$ cat src/rtl/pbt_pkg.sv
// Package: constants and types for the pushbutton telegram mode controller
package pbt_pkg;
    // Telegram type codes
    localparam logic [1:0] TG_PRESS = 2'h0;
    localparam logic [1:0] TG_RELEASE = 2'h1;
    localparam logic [1:0] TG_TEACH = 2'h2;
    // Teach-in type field value meaning pushbutton transmitter (arbitrary)
    localparam logic [3:0] PUSHBUTTON_TEACH_TYPE = 4'h1;
    // Sub-telegram counts
    localparam logic [1:0] SUBTG_NORMAL = 2'h3;
    localparam logic [1:0] SUBTG_TEACH = 2'h1;
    // Idle cycles between two sub-telegrams of one telegram
    localparam logic [3:0] SUBTG_GAP_CYC = 4'h4;
    // Reset values of retained state
    localparam logic [31:0] CTR_RST = 32'h0000_0001;
    localparam logic [31:0] DEVICE_ID_DEF = 32'h1234_5678; // Arbitrary default id
    // Entry sequence states
    typedef enum logic [1:0] {
        SEQ_IDLE = 2'b00,
        SEQ_HELD1 = 2'b01,
        SEQ_REL1 = 2'b10
    } pbt_seq_e;
    // Sender states
    typedef enum logic [1:0] {
        TX_IDLE = 2'b00,
        TX_SEND = 2'b01,
        TX_GAP = 2'b10
    } pbt_tx_e;
endpackage : pbt_pkg

$ cat src/rtl/pbt_ctrl.sv
// Pushbutton telegram and mode controller
// How it works
// - Each bow push and release seen while idle sends all four contact states plus 32-bit id, except silent pair and exit events.
// - Contacts are reported as channel A and channel B, two positions each.
// - Mode after reset is normal; secure only via the entry sequence.
// - Press and release telegrams carry distinct type codes.
// - Secure telegrams are scrambled with rolling code; counter steps per telegram.
// - Teach-in carries the start counter; later secure telegrams omit it.
// - Both ends step the counter once per secure telegram.
// - Teach-in goes out as a single sub-telegram.
// - Channel pair held across push, release, push enters secure mode.
// - Releasing a held contact or pressing another aborts the entry.
// - Teach-in telegram type field says pushbutton transmitter.
// - All four contacts with bow push return to normal mode.
// - Normal mode sends nothing for a same-channel pair with bow, except the teach-in on the push that completes entry.
// - Status packs into a data word, encrypted in secure mode, then framed.
// - Each message leaves as a series of short sub-telegrams.
// - Ordinary telegrams are sent as three sub-telegrams.
`timescale 1ns/10ps
`default_nettype none
module pbt_ctrl (
    input wire logic clock_i,
    input wire logic sys_rst_i,
    input wire logic [1:0] chan_a_i,
    input wire logic [1:0] chan_b_i,
    input wire logic bow_push_i,
    input wire logic bow_release_i,
    input wire logic radio_ready_i,
    output logic tx_valid_o,
    output logic [1:0] tx_type_o,
    output logic [31:0] tx_id_o,
    output logic [7:0] tx_data_o,
    output logic [31:0] tx_ctr_o,
    output logic tx_ctr_valid_o,
    output logic [3:0] tx_teach_type_o,
    output logic [1:0] tx_subidx_o,
    output logic secure_mode_o
);
    // ==========================================
    // Declarations
    logic nv_mode;
    logic [31:0] nv_ctr;
    logic nv_wr;
    logic nv_mode_w;
    logic [31:0] nv_ctr_w;
    pbt_pkg::pbt_seq_e seq_ff, nxt_seq;
    logic seq_chan_ff, nxt_seq_chan;
    pbt_pkg::pbt_tx_e tx_ff, nxt_tx;
    logic [1:0] remain_ff, nxt_remain;
    logic [3:0] gap_ff, nxt_gap;
    logic valid_ff, nxt_valid;
    logic [1:0] type_ff, nxt_type;
    logic [7:0] data_ff, nxt_data;
    logic [31:0] ctr_out_ff, nxt_ctr_out;
    logic ctr_vld_ff, nxt_ctr_vld;
    logic [3:0] teach_ff, nxt_teach;
    logic [1:0] subidx_ff, nxt_subidx;
    logic [3:0] contacts;
    logic pair_a;
    logic pair_b;
    logic all_four;
    logic [7:0] word;

    // Retained mode and counter
    pbt_nvstore u_nv (
        .clock_i(clock_i),
        .sys_rst_i(sys_rst_i),
        .wr_i(nv_wr),
        .mode_i(nv_mode_w),
        .ctr_i(nv_ctr_w),
        .mode_o(nv_mode),
        .ctr_o(nv_ctr)
    );

    // ==========================================
    // Contact decode by channel
    assign contacts = {chan_b_i, chan_a_i};
    assign pair_a = (chan_a_i == 2'b11) && (chan_b_i == 2'b00);
    assign pair_b = (chan_b_i == 2'b11) && (chan_a_i == 2'b00);
    assign all_four = (contacts == 4'hf);

    // ==========================================
    // Mode switching, telegram build and sub-telegram sequencing
    always_comb begin
        nxt_seq = seq_ff;
        nxt_seq_chan = seq_chan_ff;
        nxt_tx = tx_ff;
        nxt_remain = remain_ff;
        nxt_gap = gap_ff;
        nxt_valid = valid_ff;
        nxt_type = type_ff;
        nxt_data = data_ff;
        nxt_ctr_out = ctr_out_ff;
        nxt_ctr_vld = ctr_vld_ff;
        nxt_teach = teach_ff;
        nxt_subidx = subidx_ff;
        nv_wr = 1'b0;
        nv_mode_w = nv_mode;
        nv_ctr_w = nv_ctr;
        // Status word: bow state in the top bit, contacts per channel low
        word = {bow_push_i, 3'h0, contacts};
        // Entry sequence watch; any deviation aborts it
        if (seq_ff != pbt_pkg::SEQ_IDLE) begin
            if (!(seq_chan_ff ? pair_b : pair_a)) begin
                nxt_seq = pbt_pkg::SEQ_IDLE;
            end
        end
        unique case (tx_ff)
            pbt_pkg::TX_IDLE: begin
                // Events arriving while sending are dropped: one actuation, one telegram
                if (bow_push_i || bow_release_i) begin
                    nxt_type = bow_push_i ? pbt_pkg::TG_PRESS : pbt_pkg::TG_RELEASE;
                    nxt_data = word;
                    nxt_ctr_vld = 1'b0;
                    // Clear any counter left from a teach-in so later frames never expose it
                    nxt_ctr_out = 32'h0;
                    nxt_teach = 4'h0;
                    nxt_remain = pbt_pkg::SUBTG_NORMAL;
                    nxt_tx = pbt_pkg::TX_SEND;
                    if (!nv_mode && (pair_a || pair_b)) begin
                        // Same-channel pair is reserved for secure entry
                        nxt_tx = pbt_pkg::TX_IDLE;
                        if (bow_push_i && seq_ff == pbt_pkg::SEQ_IDLE) begin
                            nxt_seq = pbt_pkg::SEQ_HELD1;
                            nxt_seq_chan = pair_b;
                        end else if (bow_release_i && seq_ff == pbt_pkg::SEQ_HELD1
                                     && nxt_seq != pbt_pkg::SEQ_IDLE) begin
                            nxt_seq = pbt_pkg::SEQ_REL1;
                        end else if (bow_push_i && seq_ff == pbt_pkg::SEQ_REL1
                                     && nxt_seq != pbt_pkg::SEQ_IDLE) begin
                            // Entry complete: switch mode and send teach-in
                            nxt_seq = pbt_pkg::SEQ_IDLE;
                            nv_wr = 1'b1;
                            nv_mode_w = 1'b1;
                            nv_ctr_w = nv_ctr + 32'h1;
                            nxt_type = pbt_pkg::TG_TEACH;
                            nxt_teach = pbt_pkg::PUSHBUTTON_TEACH_TYPE;
                            nxt_ctr_out = nv_ctr;
                            nxt_ctr_vld = 1'b1;
                            nxt_remain = pbt_pkg::SUBTG_TEACH;
                            nxt_tx = pbt_pkg::TX_SEND;
                        end else begin
                            nxt_seq = pbt_pkg::SEQ_IDLE;
                        end
                    end else begin
                        nxt_seq = pbt_pkg::SEQ_IDLE;
                        if (nv_mode) begin
                            if (all_four && bow_push_i) begin
                                nv_wr = 1'b1;
                                nv_mode_w = 1'b0;
                                nxt_tx = pbt_pkg::TX_IDLE;
                            end else begin
                                // Rolling code mixes in; counter itself is not sent
                                nxt_data = word ^ nv_ctr[7:0] ^ nv_ctr[15:8]
                                           ^ nv_ctr[23:16] ^ nv_ctr[31:24];
                                nxt_ctr_out = 32'h0;
                                nv_wr = 1'b1;
                                nv_ctr_w = nv_ctr + 32'h1;
                            end
                        end
                    end
                end
            end
            pbt_pkg::TX_SEND: begin
                // Hold each sub-telegram until the radio takes it
                nxt_valid = 1'b1;
                if (valid_ff && radio_ready_i) begin
                    nxt_valid = 1'b0;
                    nxt_remain = remain_ff - 2'h1;
                    nxt_subidx = subidx_ff + 2'h1;
                    nxt_gap = pbt_pkg::SUBTG_GAP_CYC;
                    nxt_tx = (remain_ff == 2'h1) ? pbt_pkg::TX_IDLE : pbt_pkg::TX_GAP;
                    if (remain_ff == 2'h1) begin
                        nxt_subidx = 2'h0;
                    end
                end
            end
            pbt_pkg::TX_GAP: begin
                nxt_gap = gap_ff - 4'h1;
                if (gap_ff == 4'h1) begin
                    // Offer at once, so the gap is exactly the idle count
                    nxt_valid = 1'b1;
                    nxt_tx = pbt_pkg::TX_SEND;
                end
            end
            default: begin
                nxt_tx = pbt_pkg::TX_IDLE;
            end
        endcase
    end

    // ==========================================
    // State registers
    always_ff @(posedge clock_i or posedge sys_rst_i) begin
        if (sys_rst_i) begin
            seq_ff <= pbt_pkg::SEQ_IDLE;
            seq_chan_ff <= 1'b0;
            tx_ff <= pbt_pkg::TX_IDLE;
            remain_ff <= 2'h0;
            gap_ff <= 4'h0;
            valid_ff <= 1'b0;
            type_ff <= pbt_pkg::TG_PRESS;
            data_ff <= 8'h00;
            ctr_out_ff <= 32'h0;
            ctr_vld_ff <= 1'b0;
            teach_ff <= 4'h0;
            subidx_ff <= 2'h0;
        end else begin
            seq_ff <= nxt_seq;
            seq_chan_ff <= nxt_seq_chan;
            tx_ff <= nxt_tx;
            remain_ff <= nxt_remain;
            gap_ff <= nxt_gap;
            valid_ff <= nxt_valid;
            type_ff <= nxt_type;
            data_ff <= nxt_data;
            ctr_out_ff <= nxt_ctr_out;
            ctr_vld_ff <= nxt_ctr_vld;
            teach_ff <= nxt_teach;
            subidx_ff <= nxt_subidx;
        end
    end

    // ==========================================
    // Outputs, all from flip-flops except the constant id
    assign tx_valid_o = valid_ff;
    assign tx_type_o = type_ff;
    assign tx_id_o = pbt_pkg::DEVICE_ID_DEF;
    assign tx_data_o = data_ff;
    assign tx_ctr_o = ctr_out_ff;
    assign tx_ctr_valid_o = ctr_vld_ff;
    assign tx_teach_type_o = teach_ff;
    assign tx_subidx_o = subidx_ff;
    assign secure_mode_o = nv_mode;
endmodule : pbt_ctrl
`default_nettype wire

$ cat src/rtl/pbt_nvstore.sv
// Retained storage for mode and rolling counter
`timescale 1ns/10ps
`default_nettype none
module pbt_nvstore (
    input wire logic clock_i,
    input wire logic sys_rst_i,
    input wire logic wr_i,
    input wire logic mode_i,
    input wire logic [31:0] ctr_i,
    output logic mode_o,
    output logic [31:0] ctr_o
);
    logic mode_ff;
    logic nxt_mode;
    logic [31:0] ctr_ff;
    logic [31:0] nxt_ctr;

    // ==========================================
    // Storage: only a write changes it, so state survives idle gaps
    always_comb begin
        nxt_mode = mode_ff;
        nxt_ctr = ctr_ff;
        if (wr_i) begin
            nxt_mode = mode_i;
            nxt_ctr = ctr_i;
        end
    end

    always_ff @(posedge clock_i or posedge sys_rst_i) begin
        if (sys_rst_i) begin
            mode_ff <= 1'b0; // Factory state is normal mode
            ctr_ff <= pbt_pkg::CTR_RST;
        end else begin
            mode_ff <= nxt_mode;
            ctr_ff <= nxt_ctr;
        end
    end

    assign mode_o = mode_ff;
    assign ctr_o = ctr_ff;
endmodule : pbt_nvstore
`default_nettype wire

$ cat config.mk
export PLATFORM = sky130hd
export DESIGN_NAME = pbt_ctrl
export DESIGN_NICKNAME = d
export VERILOG_FILES = /design/src/rtl/pbt_pkg.sv /design/src/rtl/pbt_ctrl.sv /design/src/rtl/pbt_nvstore.sv
export SDC_FILE = /design/constraint.sdc
export NUM_CORES = 1
export LEC_CHECK = 0
export ABC_CLOCK_PERIOD_IN_PS = 7800
export BUFFER_PORTS_ARGS = -buffer_cell sky130_fd_sc_hd__buf_2
export CORE_MARGIN = 4
export CORE_UTILIZATION = 59
export CTS_CLUSTER_DIAMETER = 50
export DETAILED_ROUTE_END_ITERATION = 10
export HOLD_SLACK_MARGIN = 0.12
export PLACE_DENSITY = 0.85
export SLEW_MARGIN = 20
export SYNTH_ARGS = -nofsm -noshare
export SYNTH_HDL_FRONTEND = slang
export SYNTH_SLANG_ARGS = --single-unit
export TNS_END_PERCENT = 100
$ cat constraint.sdc
create_clock -name clock_i -period 7.8 [get_ports clock_i]
set_input_delay 0.39 -clock clock_i [delete_from_list [all_inputs] [get_ports clock_i]]
set_output_delay 0.39 -clock clock_i [all_outputs]
set_load 0.01 [all_outputs]
# After elaboration in Yosys (flattened, before gate mapping)
# Index checks and enable logic that the tools add are counted.
classes:
  addsub: 4
  reduce_logical: 31
  n_bitwise: 4
  n_eq_ne: 16
  muxes: 68
op_table:
  columns: ["operator", "count"]
  rows:
  - ["32-bit 2-to-1 mux", 10]
  - ["2-bit 2-to-1 mux", 23]
  - ["32-bit by 1-bit adder with 32-bit output (second input constant)", 1]
  - ["8-bit bitwise XOR", 4]
  - ["1-bit 2-to-1 mux", 27]
  - ["8-bit 2-to-1 mux", 3]
  - ["2-bit != test (second input constant)", 6]
  - ["1-bit logical AND", 10]
  - ["2-bit nonzero test", 5]
  - ["2-bit == test (second input constant)", 4]
  - ["2-bit zero test", 4]
  - ["4-bit one-hot mux with 2 select lines", 1]
  - ["2-bit AND reduction", 4]
  - ["8-bit AND reduction", 1]
  - ["2-bit by 1-bit == test with 1-bit output (second input constant)", 3]
  - ["2-bit one-hot mux with 3 select lines", 1]
  - ["3-bit AND reduction", 2]
  - ["6-bit AND reduction", 1]
  - ["4-bit by 1-bit == test with 1-bit output (second input constant)", 1]
  - ["4-bit == test (second input constant)", 1]
  - ["4-bit 2-to-1 mux", 1]
  - ["2-bit one-hot mux with 2 select lines", 1]
  - ["4-bit AND reduction", 1]
  - ["4-bit by 1-bit subtractor with 4-bit output (second input constant)", 1]
  - ["6 further kinds", 7]
word_totals:
  register_bits: 94
  out_inout_bits: 83
  word_cells: 137
  in_bits: 9

# Depth between registers and ports, before layout
depth:
  ltp_word: 14
  depth_mapped: 8

# By module
# Synthesis repeated with hierarchy kept, for this count alone.
unflattened:
  cells_unflattened: 481
  area_unflattened_um2: 5245.0
by_module_without_submodules:
  columns: ["module", "area_per_inst_um2", "cells_each", "n_inst"]
  rows:
  - ["pbt_ctrl", 3858.7, 410, 1]
  - ["pbt_nvstore", 1386.3, 71, 1]

# Worst setup path before layout
# OpenSTA, ideal clock, no wires.
synth_timing:
  kind: "input to register"
  start: "input chan_a_i[1]"
  end: "register u_nv.ctr_ff[24] (netlist: u_nv.ctr_o[24])"
  t_arrival_ns: 1.739
  setup_slack_ns: 5.936
  required_ns: 7.675
  stages: 8
  path_cell_list: "and4bb_1 mux2_4 and3_4 buf_6 o21a_1 buf_6 and4_4 xor2_1"
synth_via:
  elab_chain_len: 14
  word_cells_on_any_way: 27
  classes_between: "6 x eq/ne; 10 x mux; 11 x reduce/logical"
synth_rtl:
  columns: ["element", "line_no", "source"]
  rows:
  - ["start, declared", "pbt_ctrl.sv:24", "input wire logic [1:0] chan_a_i,"]
  - ["2-bit == test or 2-bit zero test (tied branches)", "pbt_ctrl.sv:78, pbt_ctrl.sv:79", null]
  - ["1-bit logical AND, on equally long branches", "pbt_ctrl.sv:78, pbt_ctrl.sv:79", null]
  - ["1-bit 2-to-1 mux", "pbt_ctrl.sv:104", "if (!(seq_chan_ff ? pair_b : pair_a)) begin"]
  - ["2-bit 2-to-1 mux", "pbt_ctrl.sv:104", null]
  - ["2-bit 2-to-1 mux", "pbt_ctrl.sv:103", "if (seq_ff != pbt_pkg::SEQ_IDLE) begin"]
  - ["2-bit nonzero test", "pbt_ctrl.sv:127, pbt_ctrl.sv:130", null]
  - ["1-bit logical AND", "pbt_ctrl.sv:130", "&& nxt_seq != pbt_pkg::SEQ_IDLE) begin"]
  - ["1-bit 2-to-1 mux", "pbt_ctrl.sv:129", "end else if (bow_push_i && seq_ff == pbt_pkg::SEQ_REL1"]
  - ["1-bit 2-to-1 mux", "pbt_ctrl.sv:126", "end else if (bow_release_i && seq_ff == pbt_pkg::SEQ_HELD1"]
  - ["1-bit 2-to-1 mux", "pbt_ctrl.sv:123", "if (bow_push_i && seq_ff == pbt_pkg::SEQ_IDLE) begin"]
  - ["1-bit 2-to-1 mux", "pbt_ctrl.sv:120", "if (!nv_mode && (pair_a || pair_b)) begin"]
  - ["1-bit 2-to-1 mux", "pbt_ctrl.sv:111", "if (bow_push_i || bow_release_i) begin"]
  - ["1-bit 2-to-1 mux", "pbt_ctrl.sv:108", "unique case (tx_ff)"]
  - ["8-bit AND reduction (no line)", null, null]
  - ["end signal, assigned", "pbt_nvstore.sv:32", "ctr_ff <= pbt_pkg::CTR_RST;"]
  - ["end signal, assigned", "pbt_nvstore.sv:35", "ctr_ff <= nxt_ctr;"]
  - ["end, declared", "pbt_nvstore.sv:15", "logic [31:0] ctr_ff;"]
# Several ways; a longest one is shown, not always the timed one.
# A chain may end at the register's enable or synchronous reset.

# Worst setup path after layout
layout_timing:
  start: "register tx_ff[1]"
  end: "register u_nv.ctr_ff[20] (netlist: u_nv.ctr_o[20])"
layout_via:
  elab_chain_len: 3
layout_rtl:
  columns: ["element", "line_no", "source"]
  rows:
  - ["start, declared", "pbt_ctrl.sv:48", "pbt_pkg::pbt_tx_e tx_ff, nxt_tx;"]
  - ["start signal, assigned", "pbt_ctrl.sv:198", "tx_ff <= pbt_pkg::TX_IDLE;"]
  - ["start signal, assigned", "pbt_ctrl.sv:211", "tx_ff <= nxt_tx;"]
  - ["2-bit zero test *", "pbt_ctrl.sv:108", null]
  - ["1-bit 2-to-1 mux", "pbt_ctrl.sv:108", null]
  - ["8-bit AND reduction (no line) *", null, null]
# Every way passes the cells marked *; elsewhere a longest branch is shown, timed or not.

==> results_dict.tcl <==
set metrics [dict create \
    async_flop_share_pct 100 \
    drive_gt1_share_pct 20.9 \
    ir_drop_mv 0.120 \
    hold_buffers 0 \
    num-nets-final 467 \
    cts_resized 0 \
    yosys_warnings 0 \
    synth_top_area_share_pct 49.1 \
    synth_flop_cell "dfrtp_1" \
    io_buffers 56 \
    coreArea_mm2 0.00733 \
    busiest_layer "met2" \
    finalSetupViolCount 0 \
    place_ws_ns 5.42 \
    rr_startpoint "tx_ff[1]" \
    synth-seq-cells 89 \
    p_comb_share_pct 20.0 \
    track_usage_pct 22.2 \
    cts_sinks 89 \
    drc 0 \
    cts_buffers 9 \
    first_iter_violations 167 \
    critPathMaxStageDelay_ns 0.45 \
    worst_hold_path_type "input pin to asynchronous set/reset pin" \
    clk_pin_slew_ns 0.08 \
    power.total_mw 1.11 \
    tightest_slew_ns 0.786 \
    crit_arrival_ns 2.71 \
    multi_input_area_mm2 0.00196 \
    finalClockSkew_ns 0.00734 \
    worstPathCellList "nor2_1, o21ai_4, buf_4, a21oi_2, o21ai_4, nor4_1, xor2_1" \
    crit_buf_inv 1 \
    fin_crit_sh_pct 31.1 \
    fin_setup_tns_ns 0 \
    wl_um 9340 \
    antenna_found_initial 0 \
    synthCells 409 \
    fmax_mhz 412 \
    synth-edff-count 0 \
    status "completed" \
    vias 3053 \
    seq_area_mm2 0.00223 \
    ys_types 54 \
    cts_tree "yes" \
    internal-power_mw 0.779 \
    cts_setup_buffers 0 \
    clockBufferDepth 2 \
    cp_top_family "simple AND/OR/NAND/NOR gates" \
    die-area_mm2 0.00906 \
    fin_util_pct 66.6 \
    grt_pass1_wl_um 15500 \
    io_pins 92 \
    grt_pass1_vias 3089 \
    clkPwrFrac_pct 31.7 \
    p_per_area_mw_per_mm2 228 \
    cp.required_ns 8.08 \
    nFillCells 579 \
    p_switching_mw 0.335 \
    netSwitchingFraction_pct 30.1 \
    antenna_cells 0 \
    grt_util_met3_pct 4.74 \
    syn2layout_area_growth_pct 8.96 \
    p_leak_nw 2.45 \
    overflow 0 \
    criticalPathCategory "flop to flop" \
    startpoint "tx_ff[1]" \
    yosysTopAreaCell "dfrtp_1" \
    min_period_ns 2.43 \
    use_met2_pct 36.9 \
    worstPathMaxFanout 56 \
    num_rows 31 \
    synth_area_leaders "dfrtp_1, xnor2_1, a22o_1, buf_4, xor2_1" \
    vias_per_cell 5.47 \
    grtUsageMet1_pct 29.3 \
    rsz0062_at_grt "no" \
    cp-start-kind "flop" \
    cp_slowest_cell "dfrtp_1" \
    drv_cap 0 \
    gp_congestion 0.837 \
    clk_latency_ns 0.35 \
    synth_most_common_cell "dfrtp_1" \
    ys_seq_area_share_pct 49.7 \
    critPathMostFrequentCell "o21ai_4" \
    dieHeight_um 95.2 \
    dp_hpwl_um 6390 \
    synth_common_cells "dfrtp_1, xnor2_1, buf_4, a22o_1, nand2_1" \
    grt_max_degree 90 \
    end_kind "flop" \
    drt-wirelength-per-cell_um 16.7 \
    fin_ws_ns 5.37 \
    cts_root_buf "clkbuf_8" \
    avgSynthCellArea_um2 11.0 \
    slew_headroom_pct 47.6 \
    htree_levels 3 \
    ant_nets 0 \
    slew_violations 0 \
    start_util_pct 61.2 \
    pwr-share-seq_pct 48.3 \
    dieWidth_um 95.2 \
    synth_area_mm2 0.00448 \
    hold_viol_final 0 \
    drt_first_pass_iters 5 \
]
final cells by class:
| cell class | instances | share of cell area, % |
|---|---|---|
| Timing Repair Buffer | 59 | 6.27 |
| Clock inverter | 2 | 1.23 |
| Inverter | 11 | 0.871 |
| Tap cell | 99 | 2.54 |
| Clock buffer | 14 | 3.33 |
| Multi-Input combinational cell | 284 | 40.2 |
| Sequential cell | 89 | 45.6 |
flip-flops by register name (all words and copies together), names as in the netlist, 2 cells and up:
register / cells
tx_ctr_o: 32
u_nv.ctr_o: 32
tx_data_o: 8
gap_ff: 4
remain_ff: 2
seq_ff: 2
tx_ff: 2
tx_subidx_o: 2
tx_type_o: 2
cells by family after synthesis:
kind of cell | Yosys count | synth area share [%]
flip-flops | 89 | 49.7
adder cells (fa/ha/maj) | 4 | 1.12
other | 2 | 0.167
buffers and inverters | 69 | 9.57
AND/OR/NAND/NOR | 115 | 15.0
AO/OA/AOI/OAI | 66 | 11.6
multiplexers | 4 | 1.09
XOR/XNOR | 60 | 11.7
worst register-to-register path: stages, from the launching register on:
cell and delay (ns):
dfrtp_1 0.45, nor2_1 0.28, o21ai_4 0.08, buf_4 0.29
a21oi_2 0.38, o21ai_4 0.26, nor4_1 0.43, xor2_1 0.17
layout by cell type (no fill, tap or decap), types with 3 or more instances in the layout:
cell type  instances
nor3_2             6
nand3_1           16
a21oi_1            5
clkbuf_1           3
nor3b_1            7
o31ai_1            8
buf_2             56
inv_1             10
nand2_1           27
a22o_1            32
xnor2_1           42
nor4_1             3
nand2b_1           4
dfrtp_1           88
ha_1               4
conb_1            35
o21ai_0            9
nor3_1             6
clkbuf_8          11
mux2_2             3
xor2_1            18
nor2_1            19
nand4_1            5
metal layers:
layer / wire length, um / up-vias
met2: 4740 / 82
met4: 112 / 0
met3: 475 / 12
li1: - / 1427
met1: 4010 / 1532
met5: 0 / -
power groups by stage:
stage	Sequential [mW]	Clock (mW)	Combinational [mW]
after floorplan	0.551	0	0.163
after global placement	0.541	0	0.212
after detailed placement	0.546	0	0.222
after CTS	0.537	0.358	0.223
after global routing	0.544	0.380	0.252
final	0.538	0.353	0.222
path summary, 6_finish.rpt:
| check | endpoint | depth (start not counted) | slack (ns) |
|---|---|---|---|
| min in group clock_i | tx_type_o[0] | 2 | 0.33 |
| worst min-delay path | tx_type_o[1] | 3 | 0.24 |
| worst max register to register | u_nv.ctr_o[20] | 7 | 5.37 |
| worst min register to register | tx_data_o[1] | 2 | 0.49 |
| worst max-delay path | u_nv.ctr_o[20] | 7 | 5.37 |
| max in group asynchronous | u_nv.ctr_o[28] | 3 | 7.03 |
through the flow:
step                      hold WS, ns  instances  cell area, um^2
after detailed placement        0.470        542             4660
after global routing            0.311        558             4890
after global placement          0.458        542             4660
final                           0.244        558             4890
after CTS                       0.319        558             4880
after floorplan                 0.457        442             4610
(Power assumes the default switching activity.)
